### config.mk
export PLATFORM = sky130hd
export DESIGN_NAME = ohp_host_port
export DESIGN_NICKNAME = d
export VERILOG_FILES = /design/src/logic/ohp_fifo.v /design/src/logic/ohp_host_port.v
export VERILOG_INCLUDE_DIRS = /design/src /design/src/logic
export SDC_FILE = /design/constraint.sdc
export NUM_CORES = 1
export LEC_CHECK = 0
export ABC_AREA = 1
export BUFFER_PORTS_ARGS = -buffer_cell sky130_fd_sc_hd__buf_2
export CELL_PAD_IN_SITES_DETAIL_PLACEMENT = 0
export CELL_PAD_IN_SITES_GLOBAL_PLACEMENT = 1
export CORE_AREA = 2 2 145 147
export CTS_CLUSTER_DIAMETER = 30
export DETAILED_ROUTE_END_ITERATION = 12
export DIE_AREA = 0 0 147 149
export HOLD_SLACK_MARGIN = 0.15
export PLACE_DENSITY = 0.83
export SETUP_SLACK_MARGIN = 0.4
export SYNTH_ARGS = -nofsm -noshare
export SYNTH_HDL_FRONTEND = slang
export SYNTH_SLANG_ARGS = --single-unit
### constraint.sdc
create_clock -name sys_clk -period 3.3 [get_ports sys_clk]
set_input_delay 0.66 -clock sys_clk [delete_from_list [all_inputs] [get_ports sys_clk]]
set_output_delay 0.66 -clock sys_clk [all_outputs]
set_load 0.02 [all_outputs]
### src/logic/ohp_defs.vh
// Shared constants of the OLED host interface port
`ifndef OHP_DEFS_VH
`define OHP_DEFS_VH
// Strap encodings {iface_select_1, iface_select_0}
`define OHP_MODE_SERIAL 2'h0
`define OHP_MODE_I2C    2'h1
`define OHP_MODE_M6800  2'h2
`define OHP_MODE_I8080  2'h3
// Host data bus width and bit count of a serial byte
`define OHP_BUS_W       8
`define OHP_BIT_CNT_W   3
`define OHP_LAST_BIT    3'h7
// Serial lines carried on the data bus
`define OHP_SCLK_BIT    0
`define OHP_SERIAL_DATA_IN_BIT    1
// Buffer between the pins and the controller
`define OHP_FIFO_DEPTH  16
`define OHP_FIFO_AW     4
// Word layout in the buffer: {isData, byte}
`define OHP_WORD_W      9
`define OHP_WORD_DC     8
`endif

### src/logic/ohp_fifo.v
// Parameterised word buffer with valid/ready on both sides
`timescale 1ns/10ps
module ohp_fifo
#(
   parameter WIDTH = 9,
   parameter DEPTH = 16,
   parameter AW    = 4
)
(
   input  wire             clk,
   input  wire             rstN,
   input  wire             flush,
   input  wire [WIDTH-1:0] inData,
   input  wire             inValid,
   output wire             inReady,
   output wire [WIDTH-1:0] outData,
   output wire             outValid,
   input  wire             outReady
);
   localparam [AW:0] FULL_CNT = DEPTH; // Fill level at which storage is full
   reg  [WIDTH-1:0] mem [0:DEPTH-1];   // Storage words
   reg  [AW-1:0]    wrPtr_r;           // Next slot to write
   reg  [AW-1:0]    rdPtr_r;           // Next slot to read
   reg  [AW:0]      count_r;           // Words held in storage
   reg  [WIDTH-1:0] outData_r;         // Registered head word
   reg              outValid_r;        // Head word present
   wire             push;
   wire             pop;

   // Full only when storage holds DEPTH words; output stage is extra
   assign inReady  = (count_r != FULL_CNT);
   assign push     = inValid && inReady;
   // Refill the output stage when it is empty or being taken
   assign pop      = (count_r != {(AW+1){1'b0}}) &&
                     (!outValid_r || outReady);
   assign outData  = outData_r;
   assign outValid = outValid_r;

   // Storage write; memory has no reset on purpose
   always @(posedge clk)
   begin
      if (push)
      begin
         mem[wrPtr_r] <= inData;
      end
   end

   // Pointers, fill level and output register
   always @(posedge clk or negedge rstN)
   begin
      if (!rstN)
      begin
         wrPtr_r    <= {AW{1'b0}};
         rdPtr_r    <= {AW{1'b0}};
         count_r    <= {(AW+1){1'b0}};
         outData_r  <= {WIDTH{1'b0}};
         outValid_r <= 1'b0;
      end
      else if (flush)
      begin
         // Drop everything held, including the head word
         wrPtr_r    <= {AW{1'b0}};
         rdPtr_r    <= {AW{1'b0}};
         count_r    <= {(AW+1){1'b0}};
         outValid_r <= 1'b0;
      end
      else
      begin
         if (push)
         begin
            wrPtr_r <= wrPtr_r + {{(AW-1){1'b0}}, 1'b1};
         end
         if (pop)
         begin
            rdPtr_r    <= rdPtr_r + {{(AW-1){1'b0}}, 1'b1};
            outData_r  <= mem[rdPtr_r];
            outValid_r <= 1'b1;
         end
         else if (outReady)
         begin
            // Head taken with nothing behind it
            outValid_r <= 1'b0;
         end
         if (push && !pop)
         begin
            count_r <= count_r + {{AW{1'b0}}, 1'b1};
         end
         else if (pop && !push)
         begin
            count_r <= count_r - {{AW{1'b0}}, 1'b1};
         end
      end
   end
endmodule // ohp_fifo

### src/logic/ohp_host_port.v
// Host-facing parallel and serial port of the OLED controller
//
// Operation
// - Transfers accepted only while chip select asserted
// - Controller reset low initialises state to defaults
// - Parallel byte: select high data, low command
// - Serial byte: select high data, low command
// - 6800 access starts on enable high, select low
// - 8080 write starts on write strobe low
// - 8080 read starts on read strobe, drives bus
// - Eight-bit bidirectional bus, host writes, device reads
`timescale 1ns/10ps
`include "ohp_defs.vh"
module ohp_host_port
#(
   parameter DEPTH = `OHP_FIFO_DEPTH,
   parameter AW    = `OHP_FIFO_AW
)
(
   input  wire                  sys_clk,
   input  wire                  reset_n,
   input  wire                  ctrl_reset_n,
   input  wire                  iface_select_0,
   input  wire                  iface_select_1,
   input  wire                  chipSelN,
   input  wire                  dataCmdSel,
   input  wire                  rwSelWrN,
   input  wire                  enableRdN,
   input  wire [`OHP_BUS_W-1:0] host_data_bus_in,
   output wire [`OHP_BUS_W-1:0] host_data_bus_out,
   output wire [`OHP_BUS_W-1:0] host_data_bus_oe_n,
   output wire [`OHP_BUS_W-1:0] wordData,
   output wire                  wordIsData,
   output wire                  wordValid,
   input  wire                  wordReady,
   input  wire [`OHP_BUS_W-1:0] readData,
   output wire                  readTake,
   output wire                  ctrlInit,
   output wire                  portFull,
   output wire                  overrunSeen
);
   // Edge test on a synchronised level against its previous copy
   function rising;
      input now;
      input was;
      begin
         rising = now && !was;
      end
   endfunction

   reg                  rstMeta_r;      // Reset release, first stage
   reg                  rstSync_r;      // Reset release used below
   reg  [12:0]          pinMeta_r;      // Pin synchroniser, first stage
   reg  [12:0]          pinSync_r;      // Pin synchroniser, second stage
   reg  [3:0]           pinPrev_r;      // Previous strobes for edges
   reg  [`OHP_BUS_W-1:0] rdOut_r;       // Byte driven on reads
   reg                  rdDrive_r;      // Bus turned toward the host
   reg                  wrOpen_r;       // Parallel write in progress
   reg  [`OHP_BUS_W-1:0] shift_r;       // Serial shift register
   reg  [`OHP_BIT_CNT_W-1:0] bitCnt_r;  // Serial bits taken so far
   reg                  push_r;         // One word ready to store
   reg  [`OHP_WORD_W-1:0] pushWord_r;   // Word to store
   reg                  overrun_r;      // Sticky lost-word flag
   reg                  readTake_r;     // Read consumed a byte
   reg                  dcMeta_r;       // Data/command select, first stage
   reg                  dcSync_r;       // Data/command select, second stage
   reg                  enMeta_r;       // Enable or read strobe, first stage
   reg                  enSync_r;       // Enable or read strobe, second stage
   reg                  rdDrive_nxt;
   reg                  wrOpen_nxt;
   reg                  push_nxt;
   reg  [`OHP_WORD_W-1:0] pushWord_nxt;
   reg                  readTake_nxt;
   reg  [`OHP_BUS_W-1:0] shift_nxt;
   reg  [`OHP_BIT_CNT_W-1:0] bitCnt_nxt;
   wire                 fifoInReady;
   wire [`OHP_WORD_W-1:0] fifoOut;
   wire [1:0]           mode;
   wire                 csActive;
   wire                 dcLvl;
   wire                 rwLvl;
   wire                 enLvl;
   wire                 ctlRstN;
   wire [`OHP_BUS_W-1:0] busLvl;
   wire                 sclkRise;
   wire                 enRise;
   wire                 enFall;
   wire                 wrRise;
   wire                 wrFall;
   wire                 rdFall;

   // Reset: asynchronous assert, release through two flops
   always @(posedge sys_clk or negedge reset_n)
   begin
      if (!reset_n)
      begin
         rstMeta_r <= 1'b0;
         rstSync_r <= 1'b0;
      end
      else
      begin
         rstMeta_r <= 1'b1;
         rstSync_r <= rstMeta_r;
      end
   end

   // Every pin passes two flops; only the second stage is read
   always @(posedge sys_clk or negedge rstSync_r)
   begin
      if (!rstSync_r)
      begin
         pinMeta_r <= 13'h1FFF;
         pinSync_r <= 13'h1FFF;
         // Enable copy rests low like its synchroniser: no false edge
         pinPrev_r <= 4'hE;
      end
      else
      begin
         pinMeta_r <= {ctrl_reset_n, iface_select_1, iface_select_0,
                       chipSelN, host_data_bus_in,
                       rwSelWrN};
         pinSync_r <= pinMeta_r;
         pinPrev_r <= {pinSync_r[0], pinSync_r[9],
                       pinSync_r[1 + `OHP_SCLK_BIT], enLvl};
      end
   end

   assign mode     = pinSync_r[11:10];
   assign csActive = !pinSync_r[9] && ctlRstN;
   assign busLvl   = pinSync_r[8:1];
   assign rwLvl    = pinSync_r[0];
   assign ctlRstN  = pinSync_r[12];
   assign dcLvl    = dcSync_r;
   assign enLvl    = enSync_r;

   // Data/command and enable lines get their own pair of flops
   always @(posedge sys_clk or negedge rstSync_r)
   begin
      if (!rstSync_r)
      begin
         dcMeta_r <= 1'b0;
         dcSync_r <= 1'b0;
         enMeta_r <= 1'b0;
         enSync_r <= 1'b0;
      end
      else
      begin
         dcMeta_r <= dataCmdSel;
         dcSync_r <= dcMeta_r;
         enMeta_r <= enableRdN;
         enSync_r <= enMeta_r;
      end
   end

   // serial clock is bus line zero, data bus line one
   assign sclkRise = rising(busLvl[`OHP_SCLK_BIT], pinPrev_r[1]);
   assign enRise   = rising(enLvl, pinPrev_r[0]);
   assign enFall   = rising(pinPrev_r[0], enLvl);
   assign wrRise   = rising(rwLvl, pinPrev_r[3]);
   assign wrFall   = rising(pinPrev_r[3], rwLvl);
   assign rdFall   = enFall;

   // Transfer decode per mode
   always @*
   begin
      rdDrive_nxt  = rdDrive_r;
      wrOpen_nxt   = wrOpen_r;
      push_nxt     = 1'b0;
      pushWord_nxt = pushWord_r;
      readTake_nxt = 1'b0;
      shift_nxt    = shift_r;
      bitCnt_nxt   = bitCnt_r;
      if (!csActive)
      begin
         // Deselect ends any access and restarts serial framing
         rdDrive_nxt = 1'b0;
         wrOpen_nxt  = 1'b0;
         bitCnt_nxt  = {`OHP_BIT_CNT_W{1'b0}};
      end
      else
      begin
         case (mode)
            `OHP_MODE_M6800:
            begin
               if (enRise)
               begin
                  rdDrive_nxt  = rwLvl;
                  wrOpen_nxt   = !rwLvl;
                  readTake_nxt = rwLvl;
               end
               else if (enFall)
               begin
                  // Byte is latched as enable closes, after setup
                  // select level tags data or command
                  push_nxt     = wrOpen_r;
                  pushWord_nxt = {dcLvl, busLvl};
                  rdDrive_nxt  = 1'b0;
                  wrOpen_nxt   = 1'b0;
               end
            end
            `OHP_MODE_I8080:
            begin
               // write strobe low opens a write
               if (wrFall)
               begin
                  wrOpen_nxt = 1'b1;
               end
               else if (wrRise && wrOpen_r)
               begin
                  // select level tags data or command
                  push_nxt     = 1'b1;
                  pushWord_nxt = {dcLvl, busLvl};
                  wrOpen_nxt   = 1'b0;
               end
               // read strobe low turns the bus around
               if (rdFall)
               begin
                  rdDrive_nxt  = 1'b1;
                  readTake_nxt = 1'b1;
               end
               else if (enLvl)
               begin
                  rdDrive_nxt = 1'b0;
               end
            end
            `OHP_MODE_SERIAL:
            begin
               // shift MSB first on rising serial clock
               if (sclkRise)
               begin
                  shift_nxt  = {shift_r[`OHP_BUS_W-2:0],
                                busLvl[`OHP_SERIAL_DATA_IN_BIT]};
                  bitCnt_nxt = bitCnt_r + {{(`OHP_BIT_CNT_W-1){1'b0}},
                                           1'b1};
                  if (bitCnt_r == `OHP_LAST_BIT)
                  begin
                     // select sampled on the eighth bit
                     push_nxt     = 1'b1;
                     pushWord_nxt = {dcLvl, shift_r[`OHP_BUS_W-2:0],
                                     busLvl[`OHP_SERIAL_DATA_IN_BIT]};
                  end
               end
            end
            default:
            begin
               // two-wire mode needs board wiring; accepts nothing
               rdDrive_nxt = 1'b0;
               wrOpen_nxt  = 1'b0;
            end
         endcase
      end
   end

   // controller reset pin clears transfer state; pushWord_r and rdOut_r keep their values
   always @(posedge sys_clk or negedge rstSync_r)
   begin
      if (!rstSync_r)
      begin
         rdDrive_r  <= 1'b0;
         wrOpen_r   <= 1'b0;
         push_r     <= 1'b0;
         pushWord_r <= {`OHP_WORD_W{1'b0}};
         readTake_r <= 1'b0;
         shift_r    <= {`OHP_BUS_W{1'b0}};
         bitCnt_r   <= {`OHP_BIT_CNT_W{1'b0}};
         rdOut_r    <= {`OHP_BUS_W{1'b0}};
         overrun_r  <= 1'b0;
      end
      else if (!ctlRstN)
      begin
         rdDrive_r  <= 1'b0;
         wrOpen_r   <= 1'b0;
         push_r     <= 1'b0;
         readTake_r <= 1'b0;
         shift_r    <= {`OHP_BUS_W{1'b0}};
         bitCnt_r   <= {`OHP_BIT_CNT_W{1'b0}};
         overrun_r  <= 1'b0;
      end
      else
      begin
         rdDrive_r  <= rdDrive_nxt;
         wrOpen_r   <= wrOpen_nxt;
         push_r     <= push_nxt;
         pushWord_r <= pushWord_nxt;
         readTake_r <= readTake_nxt;
         shift_r    <= shift_nxt;
         bitCnt_r   <= bitCnt_nxt;
         // Read byte is frozen at the start of the access
         if (readTake_nxt)
         begin
            rdOut_r <= readData;
         end
         // Host has no wait line, so a word into a full buffer is lost
         if (push_r && !fifoInReady)
         begin
            overrun_r <= 1'b1;
         end
      end
   end

   // device drives all eight lines only during a read
   assign host_data_bus_out  = rdOut_r;
   assign host_data_bus_oe_n = {`OHP_BUS_W{!rdDrive_r}};
   assign readTake           = readTake_r;
   assign ctrlInit           = !ctlRstN;
   assign portFull           = !fifoInReady;
   assign overrunSeen        = overrun_r;
   assign wordData           = fifoOut[`OHP_BUS_W-1:0];
   assign wordIsData         = fifoOut[`OHP_WORD_DC];

   // Buffer toward the controller; flushed by the controller reset
   ohp_fifo
   #(
      .WIDTH (`OHP_WORD_W),
      .DEPTH (DEPTH),
      .AW    (AW)
   )
   uFifo
   (
      .clk      (sys_clk),
      .rstN     (rstSync_r),
      .flush    (!ctlRstN),
      .inData   (pushWord_r),
      .inValid  (push_r),
      .inReady  (fifoInReady),
      .outData  (fifoOut),
      .outValid (wordValid),
      .outReady (wordReady)
   );
endmodule // ohp_host_port

==> run summary, run 1 <==
=================================================================================
Starting Density                                                            0.470
Number of antenna violations at the first check in global routing               0
Synthesized netlist net count                                                 966
Most instantiated library cell after synthesis                            nand2_1
Number of warnings reported in the yosys synthesis log                          0
Distinct cell type count of the synthesized netlist                            33
Number of fillers in the final layout                                        1714
Final setup viols                                                               0
Global placer's final weighted congestion                                   0.865
Global Route Usage Sum                                                      0.191
Clk root buf                                                            clkbuf_16
Worst supply voltage drop on vdd                                       0.000556 V
Multiplexer share of the synthesized area                                       0
Status                                                               finished, final reports clean
Seq/Total Area, Yosys                                                       0.684
Worst slack, placed                                                      0.972 ns
Final-report hold violation count                                               0
Worst Clk Skew                                                          0.0250 ns
Vias post-DR                                                                 6444
Hold crit path type                                                     in -> reg
Final HPWL from detailed placement                                       12100 µm
Worst Min Path Start                                                 iface_select_0
Cell area after placement                                               10200 µm²
Data required time of the worst path                                      2.64 ns
Setup Total Neg Slack                                                        0 ns
Dominant synthesized flop cell                                           edfxtp_1
RSZ-0062 raised after global routing                                           no
Complex-gate fraction of the synthesized area                              0.0286
Fraction of synthesized cell area taken by the top area cell type           0.448
Number of DRC markers after the initial detailed-route iteration              561
Slew HR                                                                     0.379
Final Critical Period                                                     2.29 ns
Kind of critical path                                                  reg -> out
Arrival time reported for the critical path endpoint                      1.63 ns
Share of the clock period used by the worst path after layout               0.694
Drt pass-1 iters                                                                4
Startpoint of the most critical register-to-register path            uFifo.count_r[0]
Sink Count                                                                    234
Maximum count of clock buffers along a single path                              3
Critical path startpoint category                                        register
Launching element of the worst setup path                            pinSync_r[12]
Cells along the critical path                                        inv_2 -> buf_2
Largest stage delay on the critical path                                  0.70 ns
Cell area after synthesis                                                9660 µm²
NumNets Final                                                                1038
Flop and latch count out of synthesis                                         234
Remaining global-route overflow                                                 0
Highest attainable clock frequency                                        436 MHz
Critical Path Fanout Max                                                       12
Average wire per cell in the routed design                                15.5 µm
Detailed-route DRC error count                                                  0
Boundary pin count                                                             56
Aggregate routed wire length                                             20300 µm
Global-route wire length before repair                                   32300 µm
Syn_area_per_cell                                                        10.4 µm²
Ranking of synthesized cells by instance count                       nand2_1 (368), edfxtp_1 (144), nand3_1 (94)
Full die area                                                           21900 µm²
Biggest area consumer among synthesized cells                            edfxtp_1
H-tree lvl count                                                                2
Fin worst setup slack                                                     1.01 ns
Clock slew at reported path FFs                                           0.05 ns
P_leak                                                                    5.16 nW
Vias per Instance                                                            4.92
Die boundary height                                                        149 µm
Vias in the first global route                                               6147
Maximum number of pins on one net before global-route repair                   75
Antenna viol nets, final                                                        0
Top area cells in the synthesized netlist                            edfxtp_1 (45%), dfrtp_1 (16%), nand2_1 (14%), dfstp_2 (7.6%), nand3_1 (4.9%)
Count of max-cap constraint violations                                          0
Crit path capture type                                               primary output
Layout Cell Area excl Fill                                              11700 µm²
Synth Instances                                                               928
Final slew viol count                                                           0
Fraction of synthesis flops using an asynchronous set or reset pin          0.385
Number of input and output port buffers inserted                               55
Power density of the placed cells                                      847 nW/µm²
Number of placement rows                                                       53
Layout cell share with drive strength beyond 1                              0.181
Xor/xnor cell area share of the yosys netlist                             0.00181
Diodes inserted                                                                 0
Number of buffers added by the clock tree synthesis step                       44
Clock tree from TritonCTS                                                     yes
Core box area                                                           20600 µm²
Growth of design area from synthesis to finish                              20.8%
Simple-gate share of the synthesized area                                   0.219
Number of enable-type register cells in the synthesized netlist               144
Slew at the pin closest to its max-slew limit                            0.928 ns
Main combinational cell family by area after synthesis               simple AND/OR/NAND/NOR gates
Synth Area in Adders                                                       0.0163
Clk_lat worst skew                                                        0.53 ns
Horizontal extent of the die                                               147 µm
Worst-path cell with the longest stage delay                              dfstp_2
=================================================================================
critical path, delay by kind of cell, from the launching register on:
family	cells	cell delay [ns]
flip-flops	1	0.70
buffers and inverters	2	0.41
flip-flops by register name, summed over array words and instances, names as in the netlist, 4 cells and up:
register	flops
uFifo.wrPtr_r	4
pushWord_r	9
uFifo.count_r	5
pinMeta_r	13
shift_r	7
uFifo.rdPtr_r	4
host_data_bus_out	8
pinSync_r	13
uFifo.mem	144
uFifo.outData	9
layout by cell type, fill, tap and decap left out, types with 2 or more instances in the layout:
cell / instances
a21oi_1: 7
buf_12: 2
buf_2: 55
buf_4: 5
bufinv_16: 3
clkbuf_1: 4
clkbuf_16: 46
clkbuf_8: 5
clkinv_1: 5
clkinv_2: 9
clkinv_4: 3
clkinvlp_4: 2
dfrtp_1: 60
dfstp_2: 28
edfxtp_1: 144
ha_1: 11
inv_1: 65
inv_2: 10
inv_6: 6
nand2_1: 368
nand2_2: 5
nand3_1: 94
nor2_1: 44
nor3_1: 3
o211ai_1: 2
o21ai_0: 27
o22ai_1: 7
metal layers:
layer	wire length, µm	global-route usage	share of wire	up-vias
met5	0	0	0	-
met4	794	0.0962	0.039	0
met3	1280	0.0361	0.063	53
met2	9460	0.302	0.47	227
met1	8800	0.255	0.43	2984
li1	-	-	-	3180
worst paths after layout:
path | endpoint | slack, ns | cells after the start
setup / recovery | ctrlInit | 1.01 | 2
hold / removal | pinMeta_r[10] | 0.23 | 1
setup reg to reg | uFifo.count_r[4] | 1.09 | 13
hold reg to reg | rstSync_r | 0.35 | 0
max in group asynchronous | pinSync_r[7] | 2.21 | 1
min in group asynchronous | pushWord_r[7] | 0.40 | 0
logic make-up (layout without fill, tap and decap cells):
family	after synthesis	count (layout)
buffers and inverters	114	222
adder cells (fa/ha/maj)	12	12
XOR/XNOR	2	2
other	1	1
flip-flops	234	234
AO/OA/AOI/OAI	48	48
AND/OR/NAND/NOR	517	517
report_power, final:
| part | total [mW] | internal, mW | switching, mW | leakage [nW] |
|---|---|---|---|---|
| clock network | 4.37 | 2.90 | 1.47 | 0.734 |
| registers | 3.65 | 3.40 | 0.249 | 2.41 |
| logic | 1.87 | 0.569 | 1.30 | 2.01 |
| total | 9.88 | 6.87 | 3.02 | 5.16 |
repair_timing:
action | in CTS | in global routing
buffers inserted | 0 | 0
gates resized for setup | 0 | 0
endpoints found under the setup margin | 0 | 0
endpoints found under the hold margin | 2 | 0
hold buffers | 1 | 0
stage by stage:
step	util	total power, mW	hold WS [ns]	cells
2_1_floorplan	-	4.95	0.331	928
3_3_place_gp	0.495	5.54	0.333	1228
3_5_place_dp	0.495	5.56	0.338	1228
4_1_cts	0.568	9.96	0.213	1311
5_1_grt	0.568	10.4	0.215	1311
6_report	0.568	9.88	0.234	1311
final cells by class:
cell class / instances / area, µm² / area share
inverter: 77 / 290 / 0.0249
sequential: 234 / 6620 / 0.567
clock inverter: 27 / 255 / 0.0219
timing repair buffer: 63 / 363 / 0.0311
tap: 275 / 344 / 0.0295
clock buffer: 55 / 1230 / 0.106
multi-input combinational: 580 / 2570 / 0.220
Note: power is estimated with default switching activity, not from simulation.
==> run 2: changes to the inputs <==
Settings changed: CORE_AREA 2 2 145 147 to 2 2 153 155, DIE_AREA 0 0 147 149 to 0 0 155 157, PLACE_DENSITY 0.83 to 0.79.
Clock period 3.3 ns to 1.8 ns, I/O delays scaled along.
==> run 2 against run 1 <==
The run now ends with negative setup slack left. Critical path depth rose by 12. Non-clock buffer count rose by 134. Sequential share of layout area fell by 12 points. Wire length rose by 33%. Critical path type is now reg -> reg.
==> run summary, run 2 (synthesis results as in run 1) <==
================================================================================
Status                                                              finished, violations left
Violated checks                                                     negative setup slack
Layout Cell Area excl Fill                                             14800 µm²
Depth of the worst register-to-register path                                  14
Global-route wire length before repair                                  39000 µm
Sequential fraction of design power                                        0.302
Most frequent cells in the layout                                   nand2_1 (284), edfxtp_1 (144), nand2_2 (67), dfrtp_1 (60), inv_1 (59)
Vias in the first global route                                              7315
Clock tree from TritonCTS                                                    yes
Full die area                                                          24300 µm²
Layout cell share with drive strength beyond 1                             0.419
Fin worst setup slack                                                  -0.171 ns
Power share of the clock group                                             0.391
Startpoint of the most critical register-to-register path           uFifo.count_r[1]
Number of DRC markers after the initial detailed-route iteration             517
Count of max-cap constraint violations                                         0
NumNets Final                                                               1178
Share of the clock period used by the worst path after layout               1.10
Setup Total Neg Slack                                                   -5.57 ns
H-tree lvl count                                                               2
Worst slack, placed                                                 0.00000666 ns
Largest register FFs                                                         144
Arrival time reported for the critical path endpoint                     2.40 ns
Number of buffers added by the clock tree synthesis step                      44
Combinational share of power                                               0.307
Number of input and output port buffers inserted                              55
Horizontal extent of the die                                              155 µm
Maximum number of pins on one net before global-route repair                  45
Sink Count                                                                   234
Highest attainable clock frequency                                       507 MHz
Starting Density                                                           0.429
RSZ-0062 raised after global routing                                         yes
Internal power                                                           14.4 mW
Final Critical Period                                                    1.97 ns
Vias post-DR                                                                7506
Growth of design area from synthesis to finish                             53.3%
Reg-to-reg endpoint                                                 uFifo.count_r[4]
Kind of critical path                                                 reg -> reg
Clock slew at reported path FFs                                          0.06 ns
Remaining global-route overflow                                                0
Number of standard cells in the layout, taps in and fillers out             1461
Core box area                                                          22500 µm²
Number of antenna violations at the first check in global routing              0
Global Route Usage Sum                                                     0.207
Crit path capture type                                                  register
Worst supply voltage drop on vdd                                      0.000933 V
Die boundary height                                                       157 µm
Final setup viols                                                             98
Critical Path Fanout Max                                                       6
Vias per Instance                                                           5.14
Final slew viol count                                                          0
Antenna viol nets, final                                                       0
Critical path startpoint category                                       register
Aggregate routed wire length                                            27100 µm
Detailed-route DRC error count                                                 0
Final HPWL from detailed placement                                      13500 µm
Number of placement rows                                                      55
P_leak                                                                   6.38 nW
Power density of the placed cells                                    1460 nW/µm²
Total placed cells including tap cells                                      1266
Slew HR                                                                    0.545
Hold crit path type                                                  in -> async
Switching share of power                                                   0.332
Clk root buf                                                           clkbuf_16
Registers with the highest flip-flop counts                         uFifo.mem x144, pinMeta_r x13, pinSync_r x13
Diodes inserted                                                                0
Global placer's final weighted congestion                                  0.803
Boundary pin count                                                            56
Cell area after placement                                              10600 µm²
Average wire per cell in the routed design                               18.5 µm
Clk_lat worst skew                                                       0.53 ns
Final-report hold violation count                                              0
Maximum count of clock buffers along a single path                             3
Register containing the most flip-flops in the final layout            uFifo.mem
Worst Clk Skew                                                         0.0314 ns
Data required time of the worst path                                     2.23 ns
Slew at the pin closest to its max-slew limit                           0.683 ns
Reported net switching power                                             7.17 mW
Drt pass-1 iters                                                               5
Most common cell after layout, fill and taps aside                       nand2_1
Slack of the worst reg-to-reg path                                      -0.17 ns
================================================================================
==> run 2: through the flow <==
stage | hold WS [ns] | power [mW] | utilization
2_1_floorplan | 0.0644 | 9.13 | -
3_3_place_gp | 0.146 | 10.5 | 0.469
3_5_place_dp | 0.147 | 10.6 | 0.469
4_1_cts | 0.152 | 20.5 | 0.606
5_1_grt | 0.163 | 22.4 | 0.658
6_report | 0.160 | 21.6 | 0.658
==> run 2: cell type report <==
class	count	area, µm²
Fill cell	1510	7690
Multi-Input combinational cell	584	3520
Clock buffer	46	1150
Timing Repair inverter	2	15.0
Clock inverter	36	409
Tap cell	285	357
Sequential cell	234	6620
Inverter	77	330
Timing Repair Buffer	197	2410
==> run 2: how the worst max path moves through the flow <==
stage	endpoint	slack, ns	startpoint	cells past startpoint
after floorplan	uFifo.count_r[4]	0.0006	uFifo.count_r[1]	13
after global placement	uFifo.count_r[4]	0.02	uFifo.count_r[1]	13
after detailed placement	uFifo.count_r[4]	0.000007	uFifo.count_r[1]	13
after CTS	uFifo.count_r[4]	-0.03	uFifo.count_r[0]	13
after global routing	uFifo.count_r[4]	-0.32	uFifo.count_r[1]	14
final	uFifo.count_r[4]	-0.17	uFifo.count_r[1]	14
==> run 2: power groups by stage <==
| stage | logic [mW] | clock network (mW) | registers, mW |
|---|---|---|---|
| final | 6.62 | 8.46 | 6.52 |
| after global routing | 7.06 | 8.82 | 6.55 |
| after CTS | 5.49 | 8.51 | 6.48 |
| after detailed placement | 4.01 | 0 | 6.55 |
| after global placement | 4.01 | 0 | 6.54 |
| after floorplan | 2.35 | 0 | 6.78 |
==> run 2: timing repair <==
action                                  CTS  global route
hold buffers                             25             0
resized for setup                       154           187
endpoints found under the setup margin  217           225
pin swaps                                50            78
cloned                                   14            13
buffers inserted                         34            27
hold endpoints to repair                 26             0
==> run 2: layer usage <==
layer | up-vias | global-route usage | wire [µm] | share of wire
li1 | 3493 | - | - | -
met1 | 3644 | 0.267 | 10700 | 0.39
met2 | 306 | 0.345 | 13500 | 0.50
met3 | 63 | 0.0424 | 1920 | 0.071
met4 | 0 | 0.0847 | 918 | 0.034
met5 | - | 0 | 0 | 0
==> run 2: worst max-delay path: stages, from the launching register on <==
cell	delay (ns)
dfrtp_1	0.38
nor2_2	0.16
nand3_2	0.13
nand2_2	0.13
inv_4	0.06
nand2_8	0.08
ha_4	0.23
a21oi_4	0.14
nand3_1	0.13
nand2_1	0.14
inv_1	0.05
nand2_1	0.07
nand2_1	0.05
nand2_1	0.07
nand2_1	0.05
